--- src/input_port_pkg.sv ---
// Shared constants for the 8-bit input port with interrupt and reset pattern
package input_port_pkg;
  // ----------------------------------------
  // Widths and reset values
  // ----------------------------------------
  localparam int         PIN_COUNT       = 8;
  localparam logic [7:0] PULLUP_RESET    = 8'h00;
  localparam logic [7:0] EDGE_RESET      = 8'h00;
  localparam logic [7:0] DEBOUNCE_RESET  = 8'h00;
  localparam logic [7:0] PATTERN_RESET   = 8'h00;
  localparam logic [7:0] ALL_ONES        = 8'hFF;
  // ----------------------------------------
  // Timing: filter clock rates and system clock
  // ----------------------------------------
  localparam longint SYS_CLK_HZ          = 200_000_000;
  localparam longint SLOW_FILTER_HZ      = 256;
  localparam longint FAST_FILTER_HZ      = 8_000;
  localparam longint SLOW_FILTER_CYCLES  = SYS_CLK_HZ / SLOW_FILTER_HZ;
  localparam longint FAST_FILTER_CYCLES  = SYS_CLK_HZ / FAST_FILTER_HZ;
  localparam int     TICK_COUNT_WIDTH    = 20;
  // ----------------------------------------
  // Debounce filter states
  // ----------------------------------------
  typedef enum logic [1:0] {
    DB_STABLE  = 2'b01,
    DB_PENDING = 2'b10
  } db_state_t;
endpackage : input_port_pkg

--- src/debounce_if.sv ---
// Connection between the port top and its debounce filter
`timescale 1ns/1ps
interface debounce_if #(parameter int WIDTH = 8);
  logic [WIDTH-1:0] raw;
  logic [WIDTH-1:0] filtered;
  logic             sample_tick;
  modport top    (output raw, output sample_tick, input filtered);
  modport filter (input raw, input sample_tick, output filtered);
endinterface : debounce_if

--- src/pin_debouncer.sv ---
// Per-pin two-sample debounce filter driven by a sample tick
`timescale 1ns/1ps
module pin_debouncer #(
  parameter int WIDTH = 8
) (
  input  wire logic   SYS_CLK,
  input  wire logic   SYS_RST,
  debounce_if.filter  dbus
);
  import input_port_pkg::*;

  // ----------------------------------------
  // Two-sample filter, one state machine per pin
  // ----------------------------------------
  db_state_t        state_q [WIDTH];
  logic [WIDTH-1:0] cand_q;
  logic [WIDTH-1:0] filt_q;

  assign dbus.filtered = filt_q;

  // A change is accepted only when two ticks see the same new value
  for (genvar i = 0; i < WIDTH; i++) begin : g_pin
    always_ff @(posedge SYS_CLK) begin
      if (SYS_RST) begin
        state_q[i] <= DB_STABLE;
        cand_q[i]  <= 1'b0;
        filt_q[i]  <= 1'b0;
      end else if (dbus.sample_tick) begin
        case (state_q[i])
          DB_STABLE: begin
            if (dbus.raw[i] != filt_q[i]) begin
              cand_q[i]  <= dbus.raw[i];
              state_q[i] <= DB_PENDING;
            end
          end
          DB_PENDING: begin
            if (dbus.raw[i] == cand_q[i]) begin
              filt_q[i] <= cand_q[i];
            end
            state_q[i] <= DB_STABLE;
          end
          default: state_q[i] <= DB_STABLE;
        endcase
      end
    end

  end
endmodule : pin_debouncer

--- src/input_port.sv ---
// Eight-pin input port: pull-ups, debounce, edge interrupts, events, reset pattern
// How it works
// - Pull-up enable bit 1 connects the pin pull-up; 0 leaves it floating.
// - After reset all pull-up enable bits are cleared.
// - Each of the eight pins is its own edge-triggered interrupt source.
// - After system reset every pin's interrupt edge is rising.
// - Debounce enable picks the filtered value for edge detection, else direct.
// - Edges are found on the polarity-adjusted input; edge bit changes may interrupt.
// - Interrupts of pins 0 and 1 also go out as events.
// - Pins 0 to 3, filtered or direct, feed the counters as clocks.
// - System reset request is the AND of the eight per-pin terms.
// - Bit pair 00 gives 0, 01 pin, 10 inverted pin, 11 one.
// - Both pattern registers all ones reset regardless of pins.
// - Pattern match is evaluated continuously on current pin values.
// - RC-on-pin-0 set with pin 0 high sets the RC oscillator enable.
// - Edge bit 0 selects the rising edge, 1 the falling edge.
// - Filter accepts a value after two equal samples at 256 Hz or 8 kHz.
// - Input status shows each pin filtered or direct per debounce bit.
`timescale 1ns/1ps
module input_port
  import input_port_pkg::*;
#(
  parameter int                      WIDTH       = 8,
  parameter logic [TICK_COUNT_WIDTH-1:0] SLOW_TICKS = TICK_COUNT_WIDTH'(SLOW_FILTER_CYCLES),
  parameter logic [TICK_COUNT_WIDTH-1:0] FAST_TICKS = TICK_COUNT_WIDTH'(FAST_FILTER_CYCLES)
) (
  input  wire logic             SYS_CLK,
  input  wire logic             SYS_RST,
  input  wire logic             PORT_CONF_RST,
  input  wire logic [WIDTH-1:0] PIN_IN,
  input  wire logic             CFG_WE,
  input  wire logic [WIDTH-1:0] PULLUP_ENABLE_IN,
  input  wire logic [WIDTH-1:0] EDGE_SELECT_IN,
  input  wire logic [WIDTH-1:0] DEBOUNCE_ENABLE_IN,
  input  wire logic [WIDTH-1:0] RESET_PATTERN_LOW_IN,
  input  wire logic [WIDTH-1:0] RESET_PATTERN_HIGH_IN,
  input  wire logic             FAST_FILTER_SELECT,
  input  wire logic             RC_ENABLE_FROM_PIN0,
  output logic      [WIDTH-1:0] PULLUP_ENABLE,
  output logic      [WIDTH-1:0] INPUT_STATUS,
  output logic      [WIDTH-1:0] IRQ_PULSE,
  output logic      [1:0]       EVENT_PULSE,
  output logic      [3:0]       COUNTER_CLK_SRC,
  output logic                  SYS_RESET_REQ,
  output logic                  RC_OSC_ENABLE_SET
);
  import input_port_pkg::*;

  // ----------------------------------------
  // Configuration registers
  // ----------------------------------------
  logic [WIDTH-1:0] pullup_enable_reg_q;
  logic [WIDTH-1:0] edge_select_reg_q;
  logic [WIDTH-1:0] debounce_enable_reg_q;
  logic [WIDTH-1:0] reset_pattern_low_reg_q;
  logic [WIDTH-1:0] reset_pattern_high_reg_q;

  // Pull-up and debounce enables clear on either reset source
  always_ff @(posedge SYS_CLK) begin
    if (SYS_RST || PORT_CONF_RST) begin
      pullup_enable_reg_q   <= PULLUP_RESET;
      debounce_enable_reg_q <= DEBOUNCE_RESET;
    end else if (CFG_WE) begin
      pullup_enable_reg_q   <= PULLUP_ENABLE_IN;
      debounce_enable_reg_q <= DEBOUNCE_ENABLE_IN;
    end
  end

  // Edge and pattern registers clear only on system reset
  always_ff @(posedge SYS_CLK) begin
    if (SYS_RST) begin
      edge_select_reg_q        <= EDGE_RESET;
      reset_pattern_low_reg_q  <= PATTERN_RESET;
      reset_pattern_high_reg_q <= PATTERN_RESET;
    end else if (CFG_WE) begin
      edge_select_reg_q        <= EDGE_SELECT_IN;
      reset_pattern_low_reg_q  <= RESET_PATTERN_LOW_IN;
      reset_pattern_high_reg_q <= RESET_PATTERN_HIGH_IN;
    end
  end

  // Pad pull-up control follows the enable register directly
  assign PULLUP_ENABLE = pullup_enable_reg_q;

  // ----------------------------------------
  // Filter clock and debouncer
  // ----------------------------------------
  logic [TICK_COUNT_WIDTH-1:0] tick_cnt_q;
  logic                        tick_q;
  logic [TICK_COUNT_WIDTH-1:0] tick_limit;

  assign tick_limit = FAST_FILTER_SELECT ? FAST_TICKS : SLOW_TICKS;

  // Free-running divider; a rate change applies at once to the running count
  always_ff @(posedge SYS_CLK) begin
    if (SYS_RST) begin
      tick_cnt_q <= '0;
      tick_q     <= 1'b0;
    end else if (tick_cnt_q >= tick_limit - 1'b1) begin
      tick_cnt_q <= '0;
      tick_q     <= 1'b1;
    end else begin
      tick_cnt_q <= tick_cnt_q + 1'b1;
      tick_q     <= 1'b0;
    end
  end

  debounce_if #(.WIDTH(WIDTH)) dbus ();
  assign dbus.raw         = PIN_IN;
  assign dbus.sample_tick = tick_q;

  pin_debouncer #(.WIDTH(WIDTH)) u_debouncer (
    .SYS_CLK (SYS_CLK),
    .SYS_RST (SYS_RST),
    .dbus    (dbus.filter)
  );

  // ----------------------------------------
  // Selected input value and edge detection
  // ----------------------------------------
  logic [WIDTH-1:0] pin_value;
  logic [WIDTH-1:0] polar_d;
  logic [WIDTH-1:0] polar_q;
  logic [WIDTH-1:0] irq_d;

  // Per-pin choice between filtered and direct input
  assign pin_value = (debounce_enable_reg_q & dbus.filtered)
                   | (~debounce_enable_reg_q & PIN_IN);

  // Falling-edge pins are inverted so one rising detector serves both;
  // flipping the edge bit can therefore fire an interrupt by itself
  assign polar_d = pin_value ^ edge_select_reg_q;
  assign irq_d   = polar_d & ~polar_q;

  // Input status and counter clock copies
  always_ff @(posedge SYS_CLK) begin
    if (SYS_RST) begin
      INPUT_STATUS    <= '0;
      COUNTER_CLK_SRC <= '0;
    end else begin
      INPUT_STATUS    <= pin_value;
      COUNTER_CLK_SRC <= pin_value[3:0];
    end
  end

  // Previous polarity and one-cycle interrupt pulses; the polarity is
  // seeded from the live pins in reset, so a pin already high is no edge
  always_ff @(posedge SYS_CLK) begin
    if (SYS_RST) begin
      polar_q     <= PIN_IN ^ WIDTH'(EDGE_RESET);
      IRQ_PULSE   <= '0;
      EVENT_PULSE <= '0;
    end else begin
      polar_q     <= polar_d;
      IRQ_PULSE   <= irq_d;
      EVENT_PULSE <= irq_d[1:0];
    end
  end

  // ----------------------------------------
  // Reset pattern and RC enable
  // ----------------------------------------
  function automatic logic [WIDTH-1:0] reset_terms(
    input logic [WIDTH-1:0] hi,
    input logic [WIDTH-1:0] lo,
    input logic [WIDTH-1:0] pins
  );
    reset_terms = (hi & lo) | (~hi & lo & pins) | (hi & ~lo & ~pins);
  endfunction : reset_terms

  logic [WIDTH-1:0] pin_reset_term;

  // Continuous match on the live pins, so a write can reset at once;
  // software should keep one pair at 00 while rewriting
  assign pin_reset_term = reset_terms(reset_pattern_high_reg_q, reset_pattern_low_reg_q, PIN_IN);

  always_ff @(posedge SYS_CLK) begin
    if (SYS_RST) begin
      SYS_RESET_REQ     <= 1'b0;
      RC_OSC_ENABLE_SET <= 1'b0;
    end else begin
      SYS_RESET_REQ     <= &pin_reset_term;
      RC_OSC_ENABLE_SET <= RC_ENABLE_FROM_PIN0 & pin_value[0];
    end
  end
endmodule : input_port

--- config.mk ---
export PLATFORM = sky130hd
export DESIGN_NAME = input_port
export DESIGN_NICKNAME = d
export VERILOG_FILES = /design/src/input_port_pkg.sv /design/src/debounce_if.sv /design/src/pin_debouncer.sv /design/src/input_port.sv
export SDC_FILE = /design/constraint.sdc
export NUM_CORES = 1
export LEC_CHECK = 0
export BUFFER_PORTS_ARGS = -buffer_cell sky130_fd_sc_hd__buf_2
export CAP_MARGIN = 20
export CORE_ASPECT_RATIO = 0.8
export CORE_MARGIN = 2
export CORE_UTILIZATION = 55
export CTS_CLUSTER_SIZE = 12
export DETAILED_ROUTE_END_ITERATION = 16
export PLACE_DENSITY_LB_ADDON = 0.3
export SLEW_MARGIN = 20
export SYNTH_ARGS = -nofsm -noshare
export SYNTH_HDL_FRONTEND = slang
export SYNTH_SLANG_ARGS = --single-unit
export TNS_END_PERCENT = 1
--- constraint.sdc ---
create_clock -name SYS_CLK -period 4.35 [get_ports SYS_CLK]
set_input_delay 0.435 -clock SYS_CLK [delete_from_list [all_inputs] [get_ports SYS_CLK]]
set_output_delay 0.435 -clock SYS_CLK [all_outputs]
set_load 0.02 [all_outputs]
# Word level (Yosys, flattened, before mapping)
# Memory sizes are Yosys's and may differ from the RTL's.
# Index checks and enable logic that the tools add are counted.
# W data, S select, Z words.
[word_totals]
mem_count = 1
ff_bits = 109
mem_bits_rw = 16
[classes]
reduce_logical = 27
eq_ne = 32
muxes = 133
n_lt_le_gt_ge = 1
bitwise = 42
add_sub_neg = 2
[memory_table]
columns = ["name", "depth", "word_bits", "read_ports", "rd_clocked_by_memory_dff", "write_ports", "line_no", "text"]
rows = [
  ["u_debouncer.state_q", 8, 2, 8, 0, 8, "pin_debouncer.sv:15", "db_state_t state_q [WIDTH];"],
]
[ops]
columns = ["operator", "n"]
rows = [
  ["$mux W1", 107],
  ["$and A8 B8 Y8", 8],
  ["$mux W2", 24],
  ["$reduce_and A3 Y1", 16],
  ["$not A8 Y8", 5],
  ["$or A1 B1 Y1", 24],
  ["$or A8 B8 Y8", 3],
  ["$add A20 B1 Y20 const B", 1],
  ["$ge A20 B20 Y1", 1],
  ["$mux W20", 1],
  ["$sub A20 B1 Y20 const B", 1],
  ["$reduce_or A2 Y1", 9],
  ["$eq A2 B1 Y1 const B", 8],
  ["$eq A2 B2 Y1 const B", 8],
  ["$eq A1 B1 Y1", 8],
  ["$mux W8", 1],
  ["$ne A1 B1 Y1", 8],
  ["$reduce_and A8 Y1", 1],
  ["$xor A8 B8 Y8", 1],
  ["$and A1 B1 Y1", 1],
  ["$logic_or A1 B1 Y1", 1],
]

# Longest topological paths before layout
# Gate-level depths: netlist of run 1.
[depth]
ltp_word = 9
depth_mapped = 7

# By module
# A second synthesis of run 1 with hierarchy kept.
[hier_totals]
cells_unflattened = 586
area_unflattened_um2 = 5625.4
[modules_own_cells]
columns = ["mod", "seq_area_each_um2", "n_inst", "area_each_um2", "cells_per_inst"]
rows = [
  ["input_port", 1741.7, 1, 3801.1, 386],
  ["pin_debouncer", 800.8, 1, 1824.2, 200],
]

# Worst setup path before layout of run 1
# OpenSTA, ideal clock, no wires.
[synth_path]
kind = "input to register"
from = "input port FAST_FILTER_SELECT"
to = "register tick_q, in the netlist dbus.sample_tick"
setup_slack_ps = 2315
setup_time_ps = 125
t_arrival_ps = 1910
path_stages = 7
path_cell_list = "inv_1 ha_1 or4_1 a211oi_1 nor4b_1 buf_6 o41a_1"
[synth_between]
elab_chain_cells = 4
[synth_rtl]
columns = ["element", "line_no", "text"]
rows = [
  ["start: declaration", "input_port.sv:37", "input wire logic FAST_FILTER_SELECT,"],
  ["$mux W20", "input_port.sv:92", "assign tick_limit = FAST_FILTER_SELECT ? FAST_TICKS : SLOW_TICKS;"],
  ["$sub A20 B1 Y20", "input_port.sv:99", "end else if (tick_cnt_q >= tick_limit - 1'b1) begin"],
  ["$ge A20 B20 Y1", "input_port.sv:99", ""],
  ["$mux W1", "input_port.sv:99", ""],
  ["end signal: assignment", "input_port.sv:98", "tick_q <= 1'b0;"],
  ["end signal: assignment", "input_port.sv:101", "tick_q <= 1'b1;"],
  ["end signal: assignment", "input_port.sv:104", "tick_q <= 1'b0;"],
  ["end: declaration", "input_port.sv:89", "logic tick_q;"],
]
# Every way passes these cells.
# A chain may end at the register's enable or synchronous reset.

# Worst setup path after layout of run 1
[layout_path]
from = "register tick_cnt_q[17]"
to = "register tick_cnt_q[17]"
[layout_between]
elab_chain_cells = 2
elab_cells_between_ends = 3
[layout_rtl]
columns = ["element", "line_no", "text"]
rows = [
  ["start: declaration", "input_port.sv:88", "logic [TICK_COUNT_WIDTH-1:0] tick_cnt_q;"],
  ["start signal: assignment", "input_port.sv:103", "tick_cnt_q <= tick_cnt_q + 1'b1;"],
  ["$ge A20 B20 Y1", "input_port.sv:99", ""],
  ["$reduce_or A2 Y1 (no source line)", "n/a", ""],
]
# Several ways; a longest one is shown, not always the timed one.

==> results of run 1 <==
==> cell families (layout without fill, tap and decap cells) <==
| logic type | count (synthesis) | after routing | share of synthesized area |
|---|---|---|---|
| compound gates | 71 | 71 | 0.0779 |
| xor+xnor | 30 | 30 | 0.0483 |
| fa+ha+maj | 27 | 27 | 0.0621 |
| buf+inv | 66 | 149 | 0.0513 |
| flops | 119 | 119 | 0.467 |
| mux | 64 | 64 | 0.118 |
| simple gates | 202 | 202 | 0.176 |
==> layout make-up <==
cell class,count,area (µm²)
fill,738,3160
multi-input combinational,394,2630
sequential,119,2540
clock buffer,25,528
timing repair buffer,87,443
tap,136,170
inverter,30,113
clock inverter,7,61.3
==> synth_stat cells (7+ instances only) <==
library cell	n	area (µm²)
dfxtp_1	103	2060
nand2_1	28	105
nor3_1	28	140
nor2_1	84	315
nand3_1	17	85.1
o21a_1	8	60.1
xor2_1	19	166
xnor2_1	11	96.3
nand2b_1	7	43.8
and3_1	10	62.6
a21oi_1	15	75.1
mux2i_1	63	631
ha_1	27	338
edfxtp_1	16	480
o21ai_0	35	175
clkbuf_1	24	90.1
inv_1	30	113
==> how the worst max path moves through the flow <==
stage                        to  slack, ns               start
3_5_place_dp     tick_cnt_q[14]       1.86  FAST_FILTER_SELECT
3_3_place_gp   dbus.sample_tick       1.92  FAST_FILTER_SELECT
2_1_floorplan  dbus.sample_tick       2.32  FAST_FILTER_SELECT
6_report         tick_cnt_q[17]       2.07      tick_cnt_q[17]
5_1_grt          tick_cnt_q[17]       1.93      tick_cnt_q[17]
4_1_cts          tick_cnt_q[17]       2.10      tick_cnt_q[17]
==> report_power, final <==
group | switching (mW) | internal [mW] | leakage, nW | total (mW)
sequential | 0.0245 | 1.15 | 0.980 | 1.18
clock | 0.471 | 0.895 | 0.297 | 1.37
combinational | 0.108 | 0.0775 | 1.70 | 0.186
==> worst register-to-register path, cell delays in order, from the launching register on <==
cell	delay [ns]
dfxtp_1	0.40
ha_1	0.27
a211oi_1	0.25
nor2b_1	0.09
or4_1	0.85
a211oi_1	0.32
==> routing by layer <==
metal  track usage  routed length, µm  vias to the layer above
li1              -                  -                     2120
met1         0.262               4890                     1981
met2         0.392               5530                      112
met3        0.0765                679                       13
met4        0.0673                145                        0
met5             0                  0                        -
==> results.cfg, run 1 <==
[setup_path]
ff2ff_setup_slack_ns = 2.07
critical_path_class = flop to flop
max_stage_delay_ns = 0.85
worstPathRequired_ns = 4.65
crit-reg2reg-launch = tick_cnt_q[17]
crit_family = simple AND/OR/NAND/NOR gates
crit_slowest_cell = or4_1
critical_path.endpoint_type = flop
cp.arrival_ns = 2.58
worst-path-buf-inv = 0
crit_chain = ha_1 -> a211oi_1 -> nor2b_1 -> or4_1 -> a211oi_1
reg2reg_depth = 5
crit_cells = 5
cp_max_fo = 20
start_kind = flop
r2r_end = tick_cnt_q[17]
worst_path_most_repeated_cell = a211oi_1

[timing]
timing.hold.ws_ns = 0.239
rsz0062_at_grt = false
fmax_ghz = 0.439
skew_ns = 0.00606
setup_viol = 0
finalCriticalPeriod_ns = 2.28
finalMaxSlewViolations = 0
tns_ns = 0
layout_setup_ws_ns = 2.07
finalCritPeriodShare = 0.524
finalHoldViolCount = 0
worst_pin_slew_ns = 0.825
slew_headroom = 0.450

[routing]
dr.pass1.iters = 5
drc = 0
drt_iter0_drc = 199
wl_per_cell_um = 14.1
num_vias = 4226
drt_wl_total_um = 11200
via_per_inst = 5.30
postRouteAntennaNets = 0

[clock_tree]
holdBufCountCts = 0
clockBufferDepth = 2
htree_levels = 4
clockRootBuffer = clkbuf_16
postCtsSetupBuffers = 0
clk_pin_slew_ns = 0.05
post_cts_resized = 0
tritoncts = built
numCtsBuffers = 17
clk_latency_ns = 0.40
clkSinkCount = 119

[floorplanning]
die-area_mm2 = 0.0107
row_count = 32
die_x_um = 115
die_h_um = 93.0
core_area_mm2 = 0.00965
io_pins = 86
start_util = 0.564

[run_status]
status = finished, final reports clean

[synthesis]
seq_area_frac_synth = 0.467
syn_area_mm2 = 0.00544
synth_cell_type_count = 43
synthCells = 579
synth_fp_nets = 660
ys_ff_latch = 119
yosysWarnings = 0
synthFlopType = dfxtp_1
async_flop_share = 0
synth_edf_count = 16
synth_area_per_cell_um2 = 9.40

[placement]
pre_cts_ws_ns = 1.86
gp_congestion = 0.867
place_hpwl_um = 7550
port_buffers = 85
dp_cells = 766
place_area_mm2 = 0.00589

[global_route]
grt_antenna_before_repair = 0
grtUsageTotal = 0.225
grt_pass1_vias = 4131
grt_overflow_total = 0
grt_pass1_wl_um = 18800
grt_max_degree = 47

[power_and_ir_drop]
leakage_nw = 2.97
power_density_mw_per_mm2 = 421
vdd_drop_max_mv = 0.324
p_total_mw = 2.73

[worst_hold_path]
hold_class = input port to flop
whs_path_depth = 2
holdPathEnd = RC_OSC_ENABLE_SET
hp-start = RC_ENABLE_FROM_PIN0

[final_layout]
largestRegisters = tick_cnt_q: 20 flops, u_debouncer.state_q: 16 flops
diodes = 0
final_util = 0.672
max_flop_register = tick_cnt_q
layout_commonest_cell = dfxtp_1
area_growth_pct = 19.2
fin_area_mm2 = 0.00649
largest_reg_flops = 20
stdcell_count = 798
nets = 730
drive_gt1_frac = 0.189
mostFrequentLayoutCells = 102 x dfxtp_1, 84 x nor2_1, 84 x buf_2

[flow_run]
drv_cap = 0
Note: power is estimated with default switching activity, not from simulation.
==> run 2, diff against run 1 <==
clock period = 2.2 ns   (was 4.35 ns; I/O delays follow)
==> results.cfg, run 2 (same netlist as run 1, synthesis figures left out) <==
[run_status]
status = finished, final reports clean

[flow_run]
drv_cap = 0

[timing]
slew_headroom = 0.644
finalCritPeriodShare = 0.929
finalHoldViolCount = 0
tns_ns = 0
rsz0062_at_grt = false
skew_ns = 0.0123
worst_pin_slew_ns = 0.535
finalCriticalPeriod_ns = 2.04
fmax_ghz = 0.489
finalMaxSlewViolations = 0
setup_viol = 0

[global_route]
grt_pass1_wl_um = 19000
grt_max_degree = 69
grt_pass1_vias = 4080
grtUsageTotal = 0.229
grt_overflow_total = 0
grt_antenna_before_repair = 0

[floorplanning]
start_util = 0.564
row_count = 32
die-area_mm2 = 0.0107
die_h_um = 93.0
die_x_um = 115
io_pins = 86
core_area_mm2 = 0.00965

[final_layout]
nFillCells = 723
max_flop_register = tick_cnt_q
nets = 738
area_growth_pct = 21.3
mostFrequentLayoutCells = 103 x dfxtp_1, 85 x buf_2, 84 x nor2_1
largest_reg_flops = 20
layout_commonest_cell = dfxtp_1
drive_gt1_frac = 0.197
largestRegisters = tick_cnt_q: 20 flops, u_debouncer.state_q: 16 flops
stdcell_count = 805
diodes = 0

[setup_path]
worstPathRequired_ns = 2.49
cp.arrival_ns = 2.33
cp_max_fo = 13
start_kind = flop
max_stage_delay_ns = 0.55
ff2ff_setup_slack_ns = 0.16
critical_path_class = flop to flop
r2r_end = dbus.sample_tick
crit_slowest_cell = or4_1
crit_chain = ha_1 -> or4_1 -> a211oi_2 -> nor4b_2 -> buf_4 -> o41a_1
reg2reg_depth = 6
critical_path.endpoint_type = flop
crit-reg2reg-launch = tick_cnt_q[5]

[power_and_ir_drop]
p_sw_frac = 0.217
p_int_mw = 4.31
pwr-share-clk = 0.508
vdd_drop_max_mv = 0.546
power_switching_mw = 1.20
pwr-share-comb = 0.069
power_density_mw_per_mm2 = 835
pwr-share-seq = 0.423
leakage_nw = 3.03

[worst_hold_path]
holdPathEnd = RC_OSC_ENABLE_SET
whs_path_depth = 2
hold_class = input port to flop
hp-start = RC_ENABLE_FROM_PIN0

[routing]
wl_per_cell_um = 14.5
drc = 0
drt_wl_total_um = 11700
num_vias = 4309
via_per_inst = 5.35
postRouteAntennaNets = 0
drt_iter0_drc = 323
dr.pass1.iters = 4

[clock_tree]
postCtsSetupBuffers = 0
post_cts_resized = 0
clk_latency_ns = 0.41
holdBufCountCts = 0
tritoncts = built
clk_pin_slew_ns = 0.06
clkSinkCount = 119
clockBufferDepth = 2
clockRootBuffer = clkbuf_16
numCtsBuffers = 17
htree_levels = 4

[placement]
place_hpwl_um = 7880
dp_cells = 774
port_buffers = 85
gp_congestion = 0.849
## run 2: how the worst max path moves through the flow
stage,start,endpoint,slack (ns),depth (start not counted)
detailed placement,FAST_FILTER_SELECT,dbus.sample_tick,-0.03,8
global placement,FAST_FILTER_SELECT,dbus.sample_tick,0.12,8
global route,tick_cnt_q[17],tick_cnt_q[4],0.02,6
floorplan,tick_cnt_q[5],dbus.sample_tick,0.32,6
CTS,tick_cnt_q[5],dbus.sample_tick,0.05,6
finish,tick_cnt_q[5],dbus.sample_tick,0.16,6
## run 2: through the flow
step | power (mW) | area (µm²) | setup WS (ns) | util | hold slack (ns)
global route | 5.70 | 6600 | 0.0195 | 0.684 | 0.0381
floorplan | 2.62 | 5440 | 0.319 | - | 0.342
global placement | 2.73 | 5980 | 0.120 | 0.620 | 0.375
finish | 5.51 | 6600 | 0.155 | 0.684 | 0.0357
CTS | 5.55 | 6600 | 0.0473 | 0.684 | 0.0232
detailed placement | 2.75 | 5980 | -0.0276 | 0.620 | 0.381
## run 2: routing by layer
layer | GRT usage | vias to the layer above | part of all wire
met5 | 0 | - | 0
met4 | 0.0673 | 0 | 0.0093
met3 | 0.0668 | 11 | 0.055
met2 | 0.400 | 113 | 0.50
met1 | 0.274 | 2046 | 0.43
li1 | - | 2139 | -
## run 2: power by group through the flow
stage	Sequential, mW	Clock, mW	Combinational [mW]
2_1_floorplan	2.39	0	0.227
5_1_grt	2.34	2.94	0.423
3_5_place_dp	2.37	0	0.378
4_1_cts	2.33	2.84	0.384
6_report	2.33	2.80	0.382
3_3_place_gp	2.37	0	0.365
## run 2: layout make-up
class                      instances  area [µm²]  share of cell area
multi-input combinational        394        2630               0.399
sequential                       119        2540               0.385
clock buffer                      27         567              0.0859
timing repair buffer              95         526              0.0796
tap                              136         170              0.0258
inverter                          30         113              0.0171
clock inverter                     4        50.0             0.00758
## run 2: worst max-delay path: cells and delay by family (launching register included)
family                     cells  cell delay, ns
and+or+nand+nor                2            0.65
AOI/OAI and AO/OA              2            0.58
DFF                            1            0.31
buffers and inverters          1            0.20
adders and majority gates      1            0.19
==> run 3, diff against run 2 <==
SETUP_SLACK_MARGIN = 0.4   (was not set)
==> results.cfg, run 3 (same netlist as run 1, synthesis figures left out) <==
[setup_path]
reg2reg_depth = 6
critical_path.endpoint_type = flop
worstPathRequired_ns = 2.48
max_stage_delay_ns = 0.50
start_kind = flop
critical_path_class = flop to flop
crit_family = simple AND/OR/NAND/NOR gates
cp.arrival_ns = 2.19
cp_max_fo = 4
crit_slowest_cell = or4_4
crit_cells = 6
crit_chain = ha_2 -> or4_4 -> a211oi_4 -> nor4b_4 -> buf_12 -> o41a_1
worst-path-buf-inv = 1

[final_layout]
max_flop_register = tick_cnt_q
stdcell_count = 823
largest_reg_flops = 20
area_growth_pct = 24.8
largestRegisters = tick_cnt_q: 20 flops, u_debouncer.state_q: 16 flops
layout_commonest_cell = dfxtp_1
final_util = 0.704
mostFrequentLayoutCells = 102 x dfxtp_1, 85 x buf_2, 84 x nor2_1
nets = 755
drive_gt1_frac = 0.240
fin_area_mm2 = 0.00679
diodes = 0

[global_route]
grt_max_degree = 54
grt_overflow_total = 0
grt_antenna_before_repair = 0
grt_pass1_vias = 4336
grtUsageTotal = 0.236
grt_pass1_wl_um = 19900

[placement]
dp_cells = 786
gp_congestion = 0.854
place_hpwl_um = 8210
port_buffers = 85
place_area_mm2 = 0.00608
pre_cts_ws_ns = -0.347

[timing]
finalCritPeriodShare = 0.867
finalHoldViolCount = 0
setup_viol = 0
finalCriticalPeriod_ns = 1.91
fmax_ghz = 0.524
slew_headroom = 0.657
layout_setup_ws_ns = 0.292
rsz0062_at_grt = true
finalMaxSlewViolations = 0
worst_pin_slew_ns = 0.514
skew_ns = 0.00651

[floorplanning]
die-area_mm2 = 0.0107
start_util = 0.564
core_area_mm2 = 0.00965
die_x_um = 115
io_pins = 86
die_h_um = 93.0
row_count = 32

[routing]
drt_wl_total_um = 12100
drc = 0
wl_per_cell_um = 14.7
drt_iter0_drc = 241
dr.pass1.iters = 5
postRouteAntennaNets = 0
via_per_inst = 5.36
num_vias = 4415

[clock_tree]
clockBufferDepth = 2
clockRootBuffer = clkbuf_16
clkSinkCount = 119
tritoncts = built
htree_levels = 4
clk_pin_slew_ns = 0.06
clk_latency_ns = 0.41
numCtsBuffers = 17

[worst_hold_path]
hold_class = input port to flop
whs_path_depth = 2

[flow_run]
drv_cap = 0

[run_status]
status = finished, final reports clean

[power_and_ir_drop]
power_density_mw_per_mm2 = 794
p_total_mw = 5.39
leakage_nw = 3.13
vdd_drop_max_mv = 0.593
[run 3: cell types whose count changed in the layout (fill, tap and decap cells not counted), sizes merged]
cell,change
buf,+17
clkbuf,-9
inv,+6
clkinvlp,+1
clkinv,+3
[run 3: metal layers]
layer | track usage | part of all wire | vias to the layer above
met2 | 0.409 | 0.50 | 95
met1 | 0.289 | 0.44 | 2123
met4 | 0.0873 | 0.014 | 0
met5 | 0 | 0 | -
li1 | - | - | 2181
met3 | 0.0473 | 0.042 | 16
[run 3: worst paths after layout]
check                           slack, ns                start                end
worst max-delay path                 0.29        tick_cnt_q[5]   dbus.sample_tick
worst min-delay path                 0.01  RC_ENABLE_FROM_PIN0  RC_OSC_ENABLE_SET
worst max register to register       0.29        tick_cnt_q[5]   dbus.sample_tick
worst min register to register       0.39           polar_q[2]       IRQ_PULSE[2]
[run 3: timing repair]
item	CTS	global route
hold buffers	0	0
endpoints found under the setup margin	20	21
setup buffers	4	1
gates resized for setup	3	13
pin swaps	3	2
cloned	0	0
[run 3: through the flow]
step / hold WS [ns] / TNS (ns)
after floorplan: 0.342 / 0
after global placement: 0.375 / -2.41
after detailed placement: 0.383 / -4.48
after CTS: 0.00940 / 0
after global routing: 0.00918 / 0
final: 0.0134 / 0
[run 3: layout make-up]
cell class	instances	area (µm²)
Clock buffer	18	439
Clock inverter	14	140
Fill cell	710	2860
Inverter	30	113
Multi-Input combinational cell	394	2700
Sequential cell	119	2550
Tap cell	136	170
Timing Repair Buffer	112	686
[run 3: power by group]
group | leakage (nW) | switching (mW) | internal, mW
sequential | 0.981 | 0.0468 | 2.28
clock | 0.283 | 1.05 | 1.61
combinational | 1.87 | 0.231 | 0.174
